### src/smx_pkg.sv
// constants, types and tables for the spectral mux sequencer
// Behaviour
// command field bits 4:3, reset 2, runs on enable
// command 0 loads chain from rom
// command 1 reads chain into config ram
// command 2 writes config ram into chain
// host avoids command 3 and changes mid-operation
// done irq enable bit 4 gates interrupt
// readout field bits 6:5, reset 0, one cycle
// readout 2 runs two cycles, 1 reserved
// readout 3 runs three cycles
// host changes readout field only when idle
// cycles run unattended into eighteen result slots
// photopic pair uses top-left and bottom-right diodes
// host clears bank select before access
// done indication held until host acknowledges
package smx_pkg;
  localparam logic [7:0] SMX_OFS_IRQ_CFG  = 8'h00ca;
  localparam logic [7:0] SMX_OFS_AUTO_CFG = 8'h00d6;
  localparam logic [7:0] SMX_OFS_CMD_CFG  = 8'h00f5;
  localparam int         SMX_CMD_LSB      = 3;
  localparam int         SMX_IRQ_EN_BIT   = 4;
  localparam int         SMX_AUTO_LSB     = 5;
  localparam logic [1:0] SMX_CMD_RESET    = 2'h2;
  localparam logic [1:0] SMX_AUTO_RESET   = 2'h0;
  localparam logic       SMX_IRQ_RESET    = 1'b0;
  localparam logic [1:0] SMX_CMD_ROM_INIT = 2'h0;
  localparam logic [1:0] SMX_CMD_READ     = 2'h1;
  localparam logic [1:0] SMX_CMD_WRITE    = 2'h2;
  localparam logic [1:0] SMX_AUTO_TWO     = 2'h2;
  localparam logic [1:0] SMX_AUTO_THREE   = 2'h3;
  localparam int         SMX_CHAIN_BYTES  = 16;
  localparam logic [3:0] SMX_LAST_BYTE    = 4'hf;
  localparam logic [2:0] SMX_LAST_BIT     = 3'h7;
  localparam int         SMX_SLOTS        = 6;
  localparam logic [2:0] SMX_LAST_SLOT    = 3'h5;
  localparam int         SMX_RESULTS      = 18;

  typedef enum logic [3:0] {
    SMX_CH_FILTER_ONE   = 4'h0,
    SMX_CH_FILTER_TWO   = 4'h1,
    SMX_CH_FILTER_THREE = 4'h2,
    SMX_CH_FILTER_FOUR  = 4'h3,
    SMX_CH_FILTER_FIVE  = 4'h4,
    SMX_CH_FILTER_SIX   = 4'h5,
    SMX_CH_FILTER_SEVEN = 4'h6,
    SMX_CH_FILTER_EIGHT = 4'h7,
    SMX_CH_FILTER_Z     = 4'h8,
    SMX_CH_FILTER_Y     = 4'h9,
    SMX_CH_FILTER_XL    = 4'ha,
    SMX_CH_NEAR_INFRA   = 4'hb,
    SMX_CH_PAIR_TL_BR   = 4'hc,
    SMX_CH_CLEAR        = 4'hd
  } smx_chan_t;

  // channel converted in each slot of each cycle
  function automatic smx_chan_t smx_slot_chan(input logic [1:0] cyc, input logic [2:0] slot);
    smx_chan_t ch;
    ch = SMX_CH_CLEAR;
    if (slot == 3'h4) begin
      ch = SMX_CH_PAIR_TL_BR;
    end else if (slot < 3'h4) begin
      unique case (cyc)
        2'h1: ch = smx_chan_t'(slot == 3'h3 ? 4'h5 : {1'b0, slot} + 4'h1);
        2'h2: ch = smx_chan_t'(slot == 3'h0 ? 4'h0 :
                               slot == 3'h1 ? 4'h4 : {1'b0, slot} + 4'h4);
        default: ch = smx_chan_t'({1'b1, slot[2:0]});
      endcase
    end
    return ch;
  endfunction

  // built-in chain default, value arbitrary
  function automatic logic [7:0] smx_rom_byte(input logic [3:0] idx);
    return {idx, ~idx};
  endfunction
endpackage

### src/smx_mem.sv
// small synchronous memory with registered read data
`timescale 1ns/1ns
`default_nettype none
module smx_mem #(
  parameter int WIDTH = 8,
  parameter int DEPTH = 16,
  parameter int AW    = 4
) (
  input  wire logic             clk,
  input  wire logic             we,
  input  wire logic [AW-1:0]    waddr,
  input  wire logic [WIDTH-1:0] wdata,
  input  wire logic [AW-1:0]    raddr,
  output var  logic [WIDTH-1:0] rdata
);
  logic [WIDTH-1:0] mem [DEPTH];

  always_ff @(posedge clk) begin
    if (we) begin
      mem[waddr] <= wdata;
    end
  end

  always_ff @(posedge clk) begin
    rdata <= mem[raddr];
  end
endmodule // smx_mem
`default_nettype wire

### src/smx_sequencer.sv
// mux chain command engine, readout sequencer and config registers
`timescale 1ns/1ns
`default_nettype none
module smx_sequencer
  import smx_pkg::*;
(
  input  wire logic        clk,
  input  wire logic        rst,
  input  wire logic [7:0]  reg_addr,
  input  wire logic [7:0]  reg_wdata,
  input  wire logic        reg_we,
  input  wire logic        reg_re,
  output logic      [7:0]  reg_rdata,
  input  wire logic        spectral_enable,
  input  wire logic        mux_done_ack,
  output logic             mux_busy,
  output logic             mux_done,
  output logic             sys_irq,
  output logic             chain_shift,
  output logic             chain_dout,
  input  wire logic        chain_din,
  output logic             chain_latch,
  input  wire logic        meas_start,
  output logic             meas_busy,
  output logic             conv_start,
  output logic      [3:0]  conv_channel,
  output logic      [1:0]  conv_cycle,
  input  wire logic        conv_done,
  input  wire logic [15:0] conv_data,
  input  wire logic [4:0]  result_addr,
  output logic      [15:0] result_data
);
  typedef enum logic [5:0] {
    SMX_M_IDLE  = 6'b000001,
    SMX_M_FETCH = 6'b000010,
    SMX_M_LOAD  = 6'b000100,
    SMX_M_SHIFT = 6'b001000,
    SMX_M_STORE = 6'b010000,
    SMX_M_DONE  = 6'b100000
  } smx_mstate_t;

  typedef enum logic [2:0] {
    SMX_R_IDLE  = 3'b001,
    SMX_R_START = 3'b010,
    SMX_R_WAIT  = 3'b100
  } smx_rstate_t;

  logic [1:0]  cmd_reg;
  logic [1:0]  auto_reg;
  logic        irq_en_reg;
  logic [1:0]  run_cmd_reg;
  logic        en_d_reg;
  smx_mstate_t mstate_reg;
  logic [3:0]  byte_idx_reg;
  logic [2:0]  bit_idx_reg;
  logic [7:0]  sh_reg;
  logic [7:0]  ram_rdata;
  logic        ram_we;
  logic [7:0]  ram_wdata;
  smx_rstate_t rstate_reg;
  logic [1:0]  last_cyc_reg;
  logic [2:0]  slot_reg;
  logic [4:0]  res_idx_reg;
  logic        res_we;
  logic        mux_fin;

  // configuration registers
  always_ff @(posedge clk) begin
    if (rst) begin
      cmd_reg    <= SMX_CMD_RESET;
      auto_reg   <= SMX_AUTO_RESET;
      irq_en_reg <= SMX_IRQ_RESET;
    end else if (reg_we) begin
      if (reg_addr == SMX_OFS_CMD_CFG) begin
        cmd_reg <= reg_wdata[SMX_CMD_LSB +: 2];
      end
      if (reg_addr == SMX_OFS_AUTO_CFG) begin
        auto_reg <= reg_wdata[SMX_AUTO_LSB +: 2];
      end
      if (reg_addr == SMX_OFS_IRQ_CFG) begin
        irq_en_reg <= reg_wdata[SMX_IRQ_EN_BIT];
      end
    end
  end

  // register read, reserved bits and unmapped offsets as zero
  always_ff @(posedge clk) begin
    if (rst) begin
      reg_rdata <= 8'h00;
    end else if (reg_re) begin
      reg_rdata <= 8'h00;
      if (reg_addr == SMX_OFS_CMD_CFG) begin
        reg_rdata[SMX_CMD_LSB +: 2] <= cmd_reg;
      end
      if (reg_addr == SMX_OFS_AUTO_CFG) begin
        reg_rdata[SMX_AUTO_LSB +: 2] <= auto_reg;
      end
      if (reg_addr == SMX_OFS_IRQ_CFG) begin
        reg_rdata[SMX_IRQ_EN_BIT] <= irq_en_reg;
      end
    end
  end

  // enable edge detect
  always_ff @(posedge clk) begin
    if (rst) begin
      en_d_reg <= 1'b0;
    end else begin
      en_d_reg <= spectral_enable;
    end
  end

  // mux chain command engine
  always_ff @(posedge clk) begin
    if (rst) begin
      mstate_reg   <= SMX_M_IDLE;
      run_cmd_reg  <= SMX_CMD_RESET;
      byte_idx_reg <= 4'h0;
      bit_idx_reg  <= 3'h0;
      sh_reg       <= 8'h00;
    end else begin
      unique case (mstate_reg)
        SMX_M_IDLE: begin
          byte_idx_reg <= 4'h0;
          bit_idx_reg  <= 3'h0;
          if (spectral_enable && !en_d_reg) begin
            run_cmd_reg <= cmd_reg;
            mstate_reg  <= (cmd_reg == SMX_CMD_READ) ? SMX_M_SHIFT : SMX_M_FETCH;
          end
        end
        SMX_M_FETCH: mstate_reg <= SMX_M_LOAD;
        SMX_M_LOAD: begin
          if (run_cmd_reg == SMX_CMD_ROM_INIT) begin
            sh_reg <= smx_rom_byte(byte_idx_reg);
          end else begin
            sh_reg <= ram_rdata;
          end
          mstate_reg <= SMX_M_SHIFT;
        end
        SMX_M_SHIFT: begin
          sh_reg      <= {sh_reg[6:0], chain_din};
          bit_idx_reg <= bit_idx_reg + 3'h1;
          if (bit_idx_reg == SMX_LAST_BIT) begin
            mstate_reg <= SMX_M_STORE;
          end
        end
        SMX_M_STORE: begin
          byte_idx_reg <= byte_idx_reg + 4'h1;
          if (byte_idx_reg == SMX_LAST_BYTE) begin
            mstate_reg <= SMX_M_DONE;
          end else if (run_cmd_reg == SMX_CMD_READ) begin
            mstate_reg <= SMX_M_SHIFT;
          end else begin
            mstate_reg <= SMX_M_FETCH;
          end
        end
        SMX_M_DONE: mstate_reg <= SMX_M_IDLE;
        default: mstate_reg <= SMX_M_IDLE;
      endcase
    end
  end

  assign ram_we  = (mstate_reg == SMX_M_STORE) && (run_cmd_reg == SMX_CMD_READ);
  assign mux_fin = (mstate_reg == SMX_M_DONE);
  // last chain bit arrives on the store edge
  assign ram_wdata = {sh_reg[6:0], chain_din};

  smx_mem #(.WIDTH(8), .DEPTH(SMX_CHAIN_BYTES), .AW(4)) u_cfg_ram (
    .clk   (clk),
    .we    (ram_we),
    .waddr (byte_idx_reg),
    .wdata (ram_wdata),
    .raddr (byte_idx_reg),
    .rdata (ram_rdata)
  );

  // chain pins
  always_ff @(posedge clk) begin
    if (rst) begin
      chain_shift <= 1'b0;
      chain_dout  <= 1'b0;
      chain_latch <= 1'b0;
      mux_busy    <= 1'b0;
    end else begin
      chain_shift <= (mstate_reg == SMX_M_SHIFT);
      chain_dout  <= sh_reg[7];
      chain_latch <= mux_fin && (run_cmd_reg != SMX_CMD_READ);
      mux_busy    <= (mstate_reg != SMX_M_IDLE) && !mux_fin;
    end
  end

  // done flag and interrupt, set wins over acknowledge
  always_ff @(posedge clk) begin
    if (rst) begin
      mux_done <= 1'b0;
      sys_irq  <= 1'b0;
    end else begin
      if (mux_fin) begin
        mux_done <= 1'b1;
      end else if (mux_done_ack) begin
        mux_done <= 1'b0;
      end
      sys_irq <= (mux_done || mux_fin) && irq_en_reg && !(mux_done_ack && !mux_fin);
    end
  end

  // automatic readout sequencer
  always_ff @(posedge clk) begin
    if (rst) begin
      rstate_reg   <= SMX_R_IDLE;
      last_cyc_reg <= 2'h0;
      conv_cycle   <= 2'h0;
      slot_reg     <= 3'h0;
      res_idx_reg  <= 5'h00;
    end else begin
      unique case (rstate_reg)
        SMX_R_IDLE: begin
          conv_cycle  <= 2'h0;
          slot_reg    <= 3'h0;
          res_idx_reg <= 5'h00;
          if (meas_start) begin
            unique case (auto_reg)
              SMX_AUTO_TWO:   last_cyc_reg <= 2'h1;
              SMX_AUTO_THREE: last_cyc_reg <= 2'h2;
              default:        last_cyc_reg <= 2'h0;
            endcase
            rstate_reg <= SMX_R_START;
          end
        end
        SMX_R_START: rstate_reg <= SMX_R_WAIT;
        SMX_R_WAIT: begin
          if (conv_done) begin
            res_idx_reg <= res_idx_reg + 5'h01;
            if (slot_reg != SMX_LAST_SLOT) begin
              slot_reg   <= slot_reg + 3'h1;
              rstate_reg <= SMX_R_START;
            end else if (conv_cycle != last_cyc_reg) begin
              slot_reg   <= 3'h0;
              conv_cycle <= conv_cycle + 2'h1;
              rstate_reg <= SMX_R_START;
            end else begin
              rstate_reg <= SMX_R_IDLE;
            end
          end
        end
        default: rstate_reg <= SMX_R_IDLE;
      endcase
    end
  end

  always_ff @(posedge clk) begin
    if (rst) begin
      conv_start   <= 1'b0;
      conv_channel <= 4'h0;
      meas_busy    <= 1'b0;
    end else begin
      conv_start   <= (rstate_reg == SMX_R_START);
      conv_channel <= smx_slot_chan(conv_cycle, slot_reg);
      meas_busy    <= (rstate_reg != SMX_R_IDLE);
    end
  end

  assign res_we = (rstate_reg == SMX_R_WAIT) && conv_done;

  smx_mem #(.WIDTH(16), .DEPTH(SMX_RESULTS), .AW(5)) u_results (
    .clk   (clk),
    .we    (res_we),
    .waddr (res_idx_reg),
    .wdata (conv_data),
    .raddr (result_addr),
    .rdata (result_data)
  );
endmodule // smx_sequencer
`default_nettype wire

### config.mk
export PLATFORM = sky130hd
export DESIGN_NAME = smx_sequencer
export DESIGN_NICKNAME = d
export VERILOG_FILES = /design/src/smx_pkg.sv /design/src/smx_mem.sv /design/src/smx_sequencer.sv
export SDC_FILE = /design/constraint.sdc
export NUM_CORES = 1
export LEC_CHECK = 0
export BUFFER_PORTS_ARGS = -buffer_cell sky130_fd_sc_hd__buf_2
export CAP_MARGIN = 20
export CORE_UTILIZATION = 25
export CTS_CLUSTER_SIZE = 10
export DETAILED_ROUTE_END_ITERATION = 10
export PLACE_DENSITY = 0.43
export REMOVE_ABC_BUFFERS = 1
export SYNTH_ARGS = -nofsm -noshare
export SYNTH_HDL_FRONTEND = slang
export SYNTH_SLANG_ARGS = --single-unit
### constraint.sdc
create_clock -name clk -period 2.13 [get_ports clk]
set_input_delay 0.426 -clock clk [delete_from_list [all_inputs] [get_ports clk]]
set_output_delay 0.426 -clock clk [all_outputs]
set_load 0.02 [all_outputs]
# ---- After elaboration in Yosys (flattened, before gate mapping)
# Memories as Yosys holds them, arrays and structs flattened. A register that Yosys moved wholly into a read port is not among the register bits.
# Cells that the tools add are included.
dict set report totals {
  regBits 60
  ramBits 416
  input_bits 46
  output_inout_bits 38
  word_cells 145
  mem_count 2
}
# name depth width rd rd_ports_with_merged_regs write_ports line_no
set memory_table {}
lappend memory_table {u_results.mem 18 16 1 1 1 smx_mem.sv:16} ;# logic [WIDTH-1:0] mem [DEPTH];
lappend memory_table {u_cfg_ram.mem 16 8 1 1 1 smx_mem.sv:16}
dict set report classes {
  n_addsub 7
  magnitude_cmp 1
  n_eq_ne 35
  mux 41
  bitwise 2
  reduce_logical 31
}
# operator count
set op_table {}
lappend op_table {{6-bit one-hot mux with 5 select lines} 1}
lappend op_table {{4-bit 2-to-1 mux} 7}
lappend op_table {{8-bit == test (second input constant)} 3}
lappend op_table {{6-bit 2-to-1 mux} 3}
lappend op_table {{4-bit one-hot mux with 2 select lines} 2}
lappend op_table {{8-bit one-hot mux with 2 select lines} 1}
lappend op_table {{2-bit AND reduction} 8}
lappend op_table {{3-bit 2-to-1 mux} 5}
lappend op_table {{2-bit 2-to-1 mux} 7}
lappend op_table {{2-bit inequality test (second input constant)} 6}
lappend op_table {{3-bit one-hot mux with 2 select lines} 2}
lappend op_table {{5-bit one-hot mux with 2 select lines} 1}
lappend op_table {{2-bit nonzero test} 5}
lappend op_table {{3-bit == test (second input constant)} 3}
lappend op_table {{3-bit one-hot mux with 3 select lines} 1}
lappend op_table {{1-bit logical AND} 8}
lappend op_table {{8-bit 2-to-1 mux} 1}
lappend op_table {{2-bit one-hot mux with 2 select lines} 2}
lappend op_table {{1-bit 2-to-1 mux} 7}
lappend op_table {{3-bit by 1-bit adder with 3-bit output (second input constant)} 2}
lappend op_table {{2-bit by 1-bit == test with 1-bit output (second input constant)} 3}
lappend op_table {{2-bit == test (second input constant)} 3}
lappend op_table {{3-bit by 1-bit == test with 1-bit output (second input constant)} 2}
lappend op_table {{3-bit by 2-bit == test with 1-bit output (second input constant)} 2}
lappend op_table {{29 further kinds} 32}

# ---- Longest topological paths before layout
dict set report logic_depth {
  depth_word 6
  depth_mapped 7
  mapped_depth_nobuf 6
}

# ---- Modules after synthesis
# Synthesis repeated with hierarchy kept, for this count alone.
dict set report unflattened {
  hier_cells 1110
  area_unflattened_um2 19548.7
}
# module n_inst cells_per_inst area_per_inst_um2 seq_area_each_um2
set by_module_without_submodules {}
lappend by_module_without_submodules {{smx_mem (u_results)} 1 548 11472.3 8968.6}
lappend by_module_without_submodules {{smx_mem (u_cfg_ram)} 1 229 5147.4 4003.8}
lappend by_module_without_submodules {smx_sequencer 1 333 2929.1 1201.2}

# ---- Worst setup path before layout
# OpenSTA, ideal clock, no wires.
dict set report synth_timing {
  kind {register to register}
  start {register mstate_reg[4]}
  end {memory u_cfg_ram.mem[0][0], enable pin}
  setup_time_ps 383
  t_arrival_ps 1934
  slack_ps -188
  stages_incl_launch_ff 6
  synth_period_minus_slack_ps 2318
  cell_sequence {dfxtp_1 > buf_2 > or4b_4 > nor3_4 > nand2_1 > nor3_1}
}
dict set report synth_via {
  elab_chain_cells 4
}
# element line_no
set synth_rtl {}
lappend synth_rtl {{start, declared} smx_sequencer.sv:53} ;# smx_mstate_t mstate_reg;
lappend synth_rtl {{start signal, assigned} smx_sequencer.sv:128} ;# mstate_reg <= (cmd_reg == SMX_CMD_READ) ? SMX_M_SHIFT : SMX_M_FETCH;
lappend synth_rtl {{6-bit by 5-bit == test with 1-bit output} smx_sequencer.sv:163} ;# assign ram_we = (mstate_reg == SMX_M_STORE) && (run_cmd_reg == SMX_CMD_READ);
lappend synth_rtl {{1-bit logical AND} smx_sequencer.sv:163}
lappend synth_rtl {{1-bit 2-to-1 mux} smx_mem.sv:19} ;# if (we) begin
lappend synth_rtl {{1-bit 2-to-1 mux (implied by the code)} smx_mem.sv:20} ;# mem[waddr] <= wdata;
lappend synth_rtl {{end, declared} smx_mem.sv:16}
# Every way passes these cells.

# ---- Worst setup path in the final report
dict set report layout_timing {
  start {register mstate_reg[5]}
  end {memory u_cfg_ram.mem[18][2], in the netlist u_cfg_ram.mem[9][2], enable pin}
}
# The elaborated chain is that of the path after synthesis.

==> flow_summary.json <==
{
  "run_status": "completed",
  "port_buffers": 75,
  "grt_first_pass_wirelength_um": 70700,
  "core_region_area_um2": 77500,
  "finClkSkew_ns": 0.0275,
  "grt_pass1_vias": 11204,
  "cp_cell_sequence": "or4b_4 -> nor3_4 -> nand2_2 -> nor2_1 -> buf_4",
  "slew_headroom_pct": 51.6,
  "drt_wl_total_um": 46100,
  "cp.arrival_ns": 2.36,
  "yosysWarningCount": 0,
  "largest-register": "u_results.mem",
  "critPathSlowestCell": "sky130_fd_sc_hd__or4b_4",
  "die_area_um2": 79400,
  "synth_enable_flop_cells": 416,
  "crit_required_ns": 2.43,
  "fmax_mhz": 487,
  "route.detailed.wl_per_inst_um": 18.6,
  "synth_top_area_cell": "sky130_fd_sc_hd__edfxtp_1",
  "layout_commonest_cell": "sky130_fd_sc_hd__edfxtp_1",
  "sinks_on_clock_net": 500,
  "io_pins": 84,
  "synthesis.area_per_instance_um2": 16.1,
  "drive_gt1_share_pct": 25.5,
  "cts-root-buf": "sky130_fd_sc_hd__clkbuf_16",
  "tritoncts": "yes",
  "totalNegativeSetupSlack_ns": 0,
  "drtAntennaViolNets": 0,
  "critical_path.startpoint": "mstate_reg[5]",
  "yosys_most_used_dff": "sky130_fd_sc_hd__edfxtp_1",
  "hp-class": "in -> reg",
  "synth-seq-area-share_pct": 72.5,
  "hold_fails_final_rpt": 0,
  "top_regs": "u_results.mem (288), u_cfg_ram.mem (128), u_results.rdata (16)",
  "worst_setup_path_end_kind": "flop",
  "synthCells": 1216,
  "hpwl_reported_at_the_end_of_detailed_placement_um": 30300,
  "floorplan.initialDensity_pct": 25.2,
  "crit_buf_inv": 1,
  "timing.reg2reg.setup_slack_ns": 0.08,
  "cpPeakStageDelay_ns": 0.58,
  "cts.reportedPaths.clkPinSlew_ns": 0.06,
  "synth.top_cells.by_area": "sky130_fd_sc_hd__edfxtp_1 64%, sky130_fd_sc_hd__dfxtp_1 8.6%, sky130_fd_sc_hd__mux4_2 5.5%, sky130_fd_sc_hd__mux2i_1 4.6%, sky130_fd_sc_hd__nand2_1 2.0%",
  "drtIter0Drc": 535,
  "top_family_by_delay_on_critical_path": "simple AND/OR/NAND/NOR gates",
  "grt_setup_unrepaired": "true",
  "drcViolationCount": 0,
  "largest_reg_flops": 288,
  "leakage_uw": 0.00798,
  "hold_path_startpoint": "reg_wdata[5]",
  "worst_r2r_start": "mstate_reg[5]",
  "largest_net_degree_at_the_start_of_global_routing": 25,
  "clk_path_buf_depth": 3,
  "final_max_slew_viol_count": 0,
  "fin_crit_sh_pct": 96.4,
  "overflow": 0,
  "drv_cap": 0,
  "area_delta_synth_final_pct": 22.3,
  "max_slew.worst_pin.slew_ns": 0.724,
  "post_synth_instance_area_um2": 19600,
  "via_count": 10765,
  "die_height_um": 282,
  "drt_pass_1_iters": 4,
  "clock_network_latency_to_the_later_pin_of_the_worst_skew_pair_ns": 0.61,
  "yosysUniqueCellTypes": 66,
  "ffs_w_async_s_r_synth_pct": 0,
  "post-synth-top-area-fraction_pct": 63.9,
  "cts_hold_buffers": 0,
  "timing_worst_setup_path_type": "reg -> reg",
  "h-tree-depth": 2,
  "dieWidth_um": 282,
  "total_of_endpoints_with_negative_setup_slack_in_the_final_report": 0,
  "startpoint_type": "flop",
  "groute.usage.overall_pct": 11.9,
  "final.min_clock_period_ns": 2.05,
  "inserted_clock_buffers": 58,
  "via_cell_ratio": 4.35,
  "max-vdd-ir-drop_mv": 0.609,
  "design_power_total_uw": 20900,
  "path_max_fanout": 8,
  "row_count": 102,
  "postSynthRegisterBits": 500,
  "power_density_nw_per_um2": 874,
  "final_cell_mix": "416 x sky130_fd_sc_hd__edfxtp_1, 98 x sky130_fd_sc_hd__nand2_1, 89 x sky130_fd_sc_hd__mux2i_1, 82 x sky130_fd_sc_hd__dfxtp_1, 74 x sky130_fd_sc_hd__buf_2",
  "gpl.final_weighted_congestion": 0.756,
  "fin_nets": 1448,
  "antenna_found_initial": 2
}
## synth_stat cells, types with 14 or more instances
| cell type | instances |
|---|---|
| sky130_fd_sc_hd__buf_2 | 25 |
| sky130_fd_sc_hd__inv_1 | 16 |
| sky130_fd_sc_hd__mux4_2 | 48 |
| sky130_fd_sc_hd__nand3_1 | 16 |
| sky130_fd_sc_hd__nor2_1 | 68 |
| sky130_fd_sc_hd__dfxtp_1 | 84 |
| sky130_fd_sc_hd__a22oi_1 | 37 |
| sky130_fd_sc_hd__nand4_1 | 34 |
| sky130_fd_sc_hd__clkbuf_1 | 27 |
| sky130_fd_sc_hd__nor3_1 | 16 |
| sky130_fd_sc_hd__nand2b_1 | 14 |
| sky130_fd_sc_hd__mux2i_1 | 89 |
| sky130_fd_sc_hd__o21ai_0 | 18 |
| sky130_fd_sc_hd__nand2_1 | 102 |
| sky130_fd_sc_hd__edfxtp_1 | 416 |
| sky130_fd_sc_hd__a21oi_1 | 47 |
| sky130_fd_sc_hd__mux2_2 | 33 |
| sky130_fd_sc_hd__ha_1 | 16 |
## what timing repair did
action / in CTS / in global routing
setup endpoints to repair: 0 / 35
buffers inserted: 0 / 2
resized for setup: 0 / 16
## layout make-up
class / instances / area [µm²]
repair buffers: 171 / 1480
inverters: 16 / 60.1
diodes: 1 / 2.50
fillers: 7697 / 53600
flip-flops and latches: 500 / 14200
well taps: 1040 / 1300
multi-input cells: 639 / 5150
clock buffers: 104 / 1700
clock inverters: 5 / 52.6
## tightest hold or removal path, delay by kind of cell
family        cells  cell delay [ns]
simple gates      1             0.07
mux               1             0.06
buf+inv           1             0.08
## metrics by stage
| stage | std cells | hold slack (ns) | util (%) | worst slack, ns | instance area [µm²] |
|---|---|---|---|---|---|
| finish | 2476 | 0.0865 | 30.9 | 0.0761 | 23900 |
| global route | 2476 | 0.0659 | 30.9 | -0.00928 | 23900 |
| CTS | 2473 | 0.0405 | 30.8 | 0.0555 | 23800 |
| detailed placement | 2364 | 0.448 | 28.5 | 0.0732 | 22100 |
| global placement | 2364 | 0.453 | 28.5 | 0.0679 | 22100 |
| floorplan | 1155 | 0.426 | - | -0.946 | 19300 |
## report_power, final
group,internal [µW],switching (µW)
Sequential,10600,31.5
Clock,5340,3860
Combinational,394,653
## cells by family after synthesis
kind of cell / after synthesis / synth area share (%)
xor gates and xnor gates: 7 / 0.313
AOI/OAI and AO/OA: 128 / 4.20
muxes: 170 / 12.0
adders and majority gates: 16 / 1.02
other: 1 / 0.0192
and+or+nand+nor: 314 / 8.21
buffers and inverters: 80 / 1.78
DFF: 500 / 72.5
## routing by layer
metal  vias up  global-route usage [%]  routed length, µm
li1       5041                       -                  -
met3        70                    2.35               1810
met2       177                    19.7              22500
met5         -                       0                  0
met4         0                    3.33                822
met1      5477                    15.6              20900
## path summary, 6_finish.rpt
check,to,depth (start not counted)
setup / recovery,u_cfg_ram.mem[9][2],5
hold / removal,auto_reg[0],3
hold reg to reg,sh_reg[7],2
setup reg to reg,u_cfg_ram.mem[9][2],5
(Power assumes the default switching activity.)
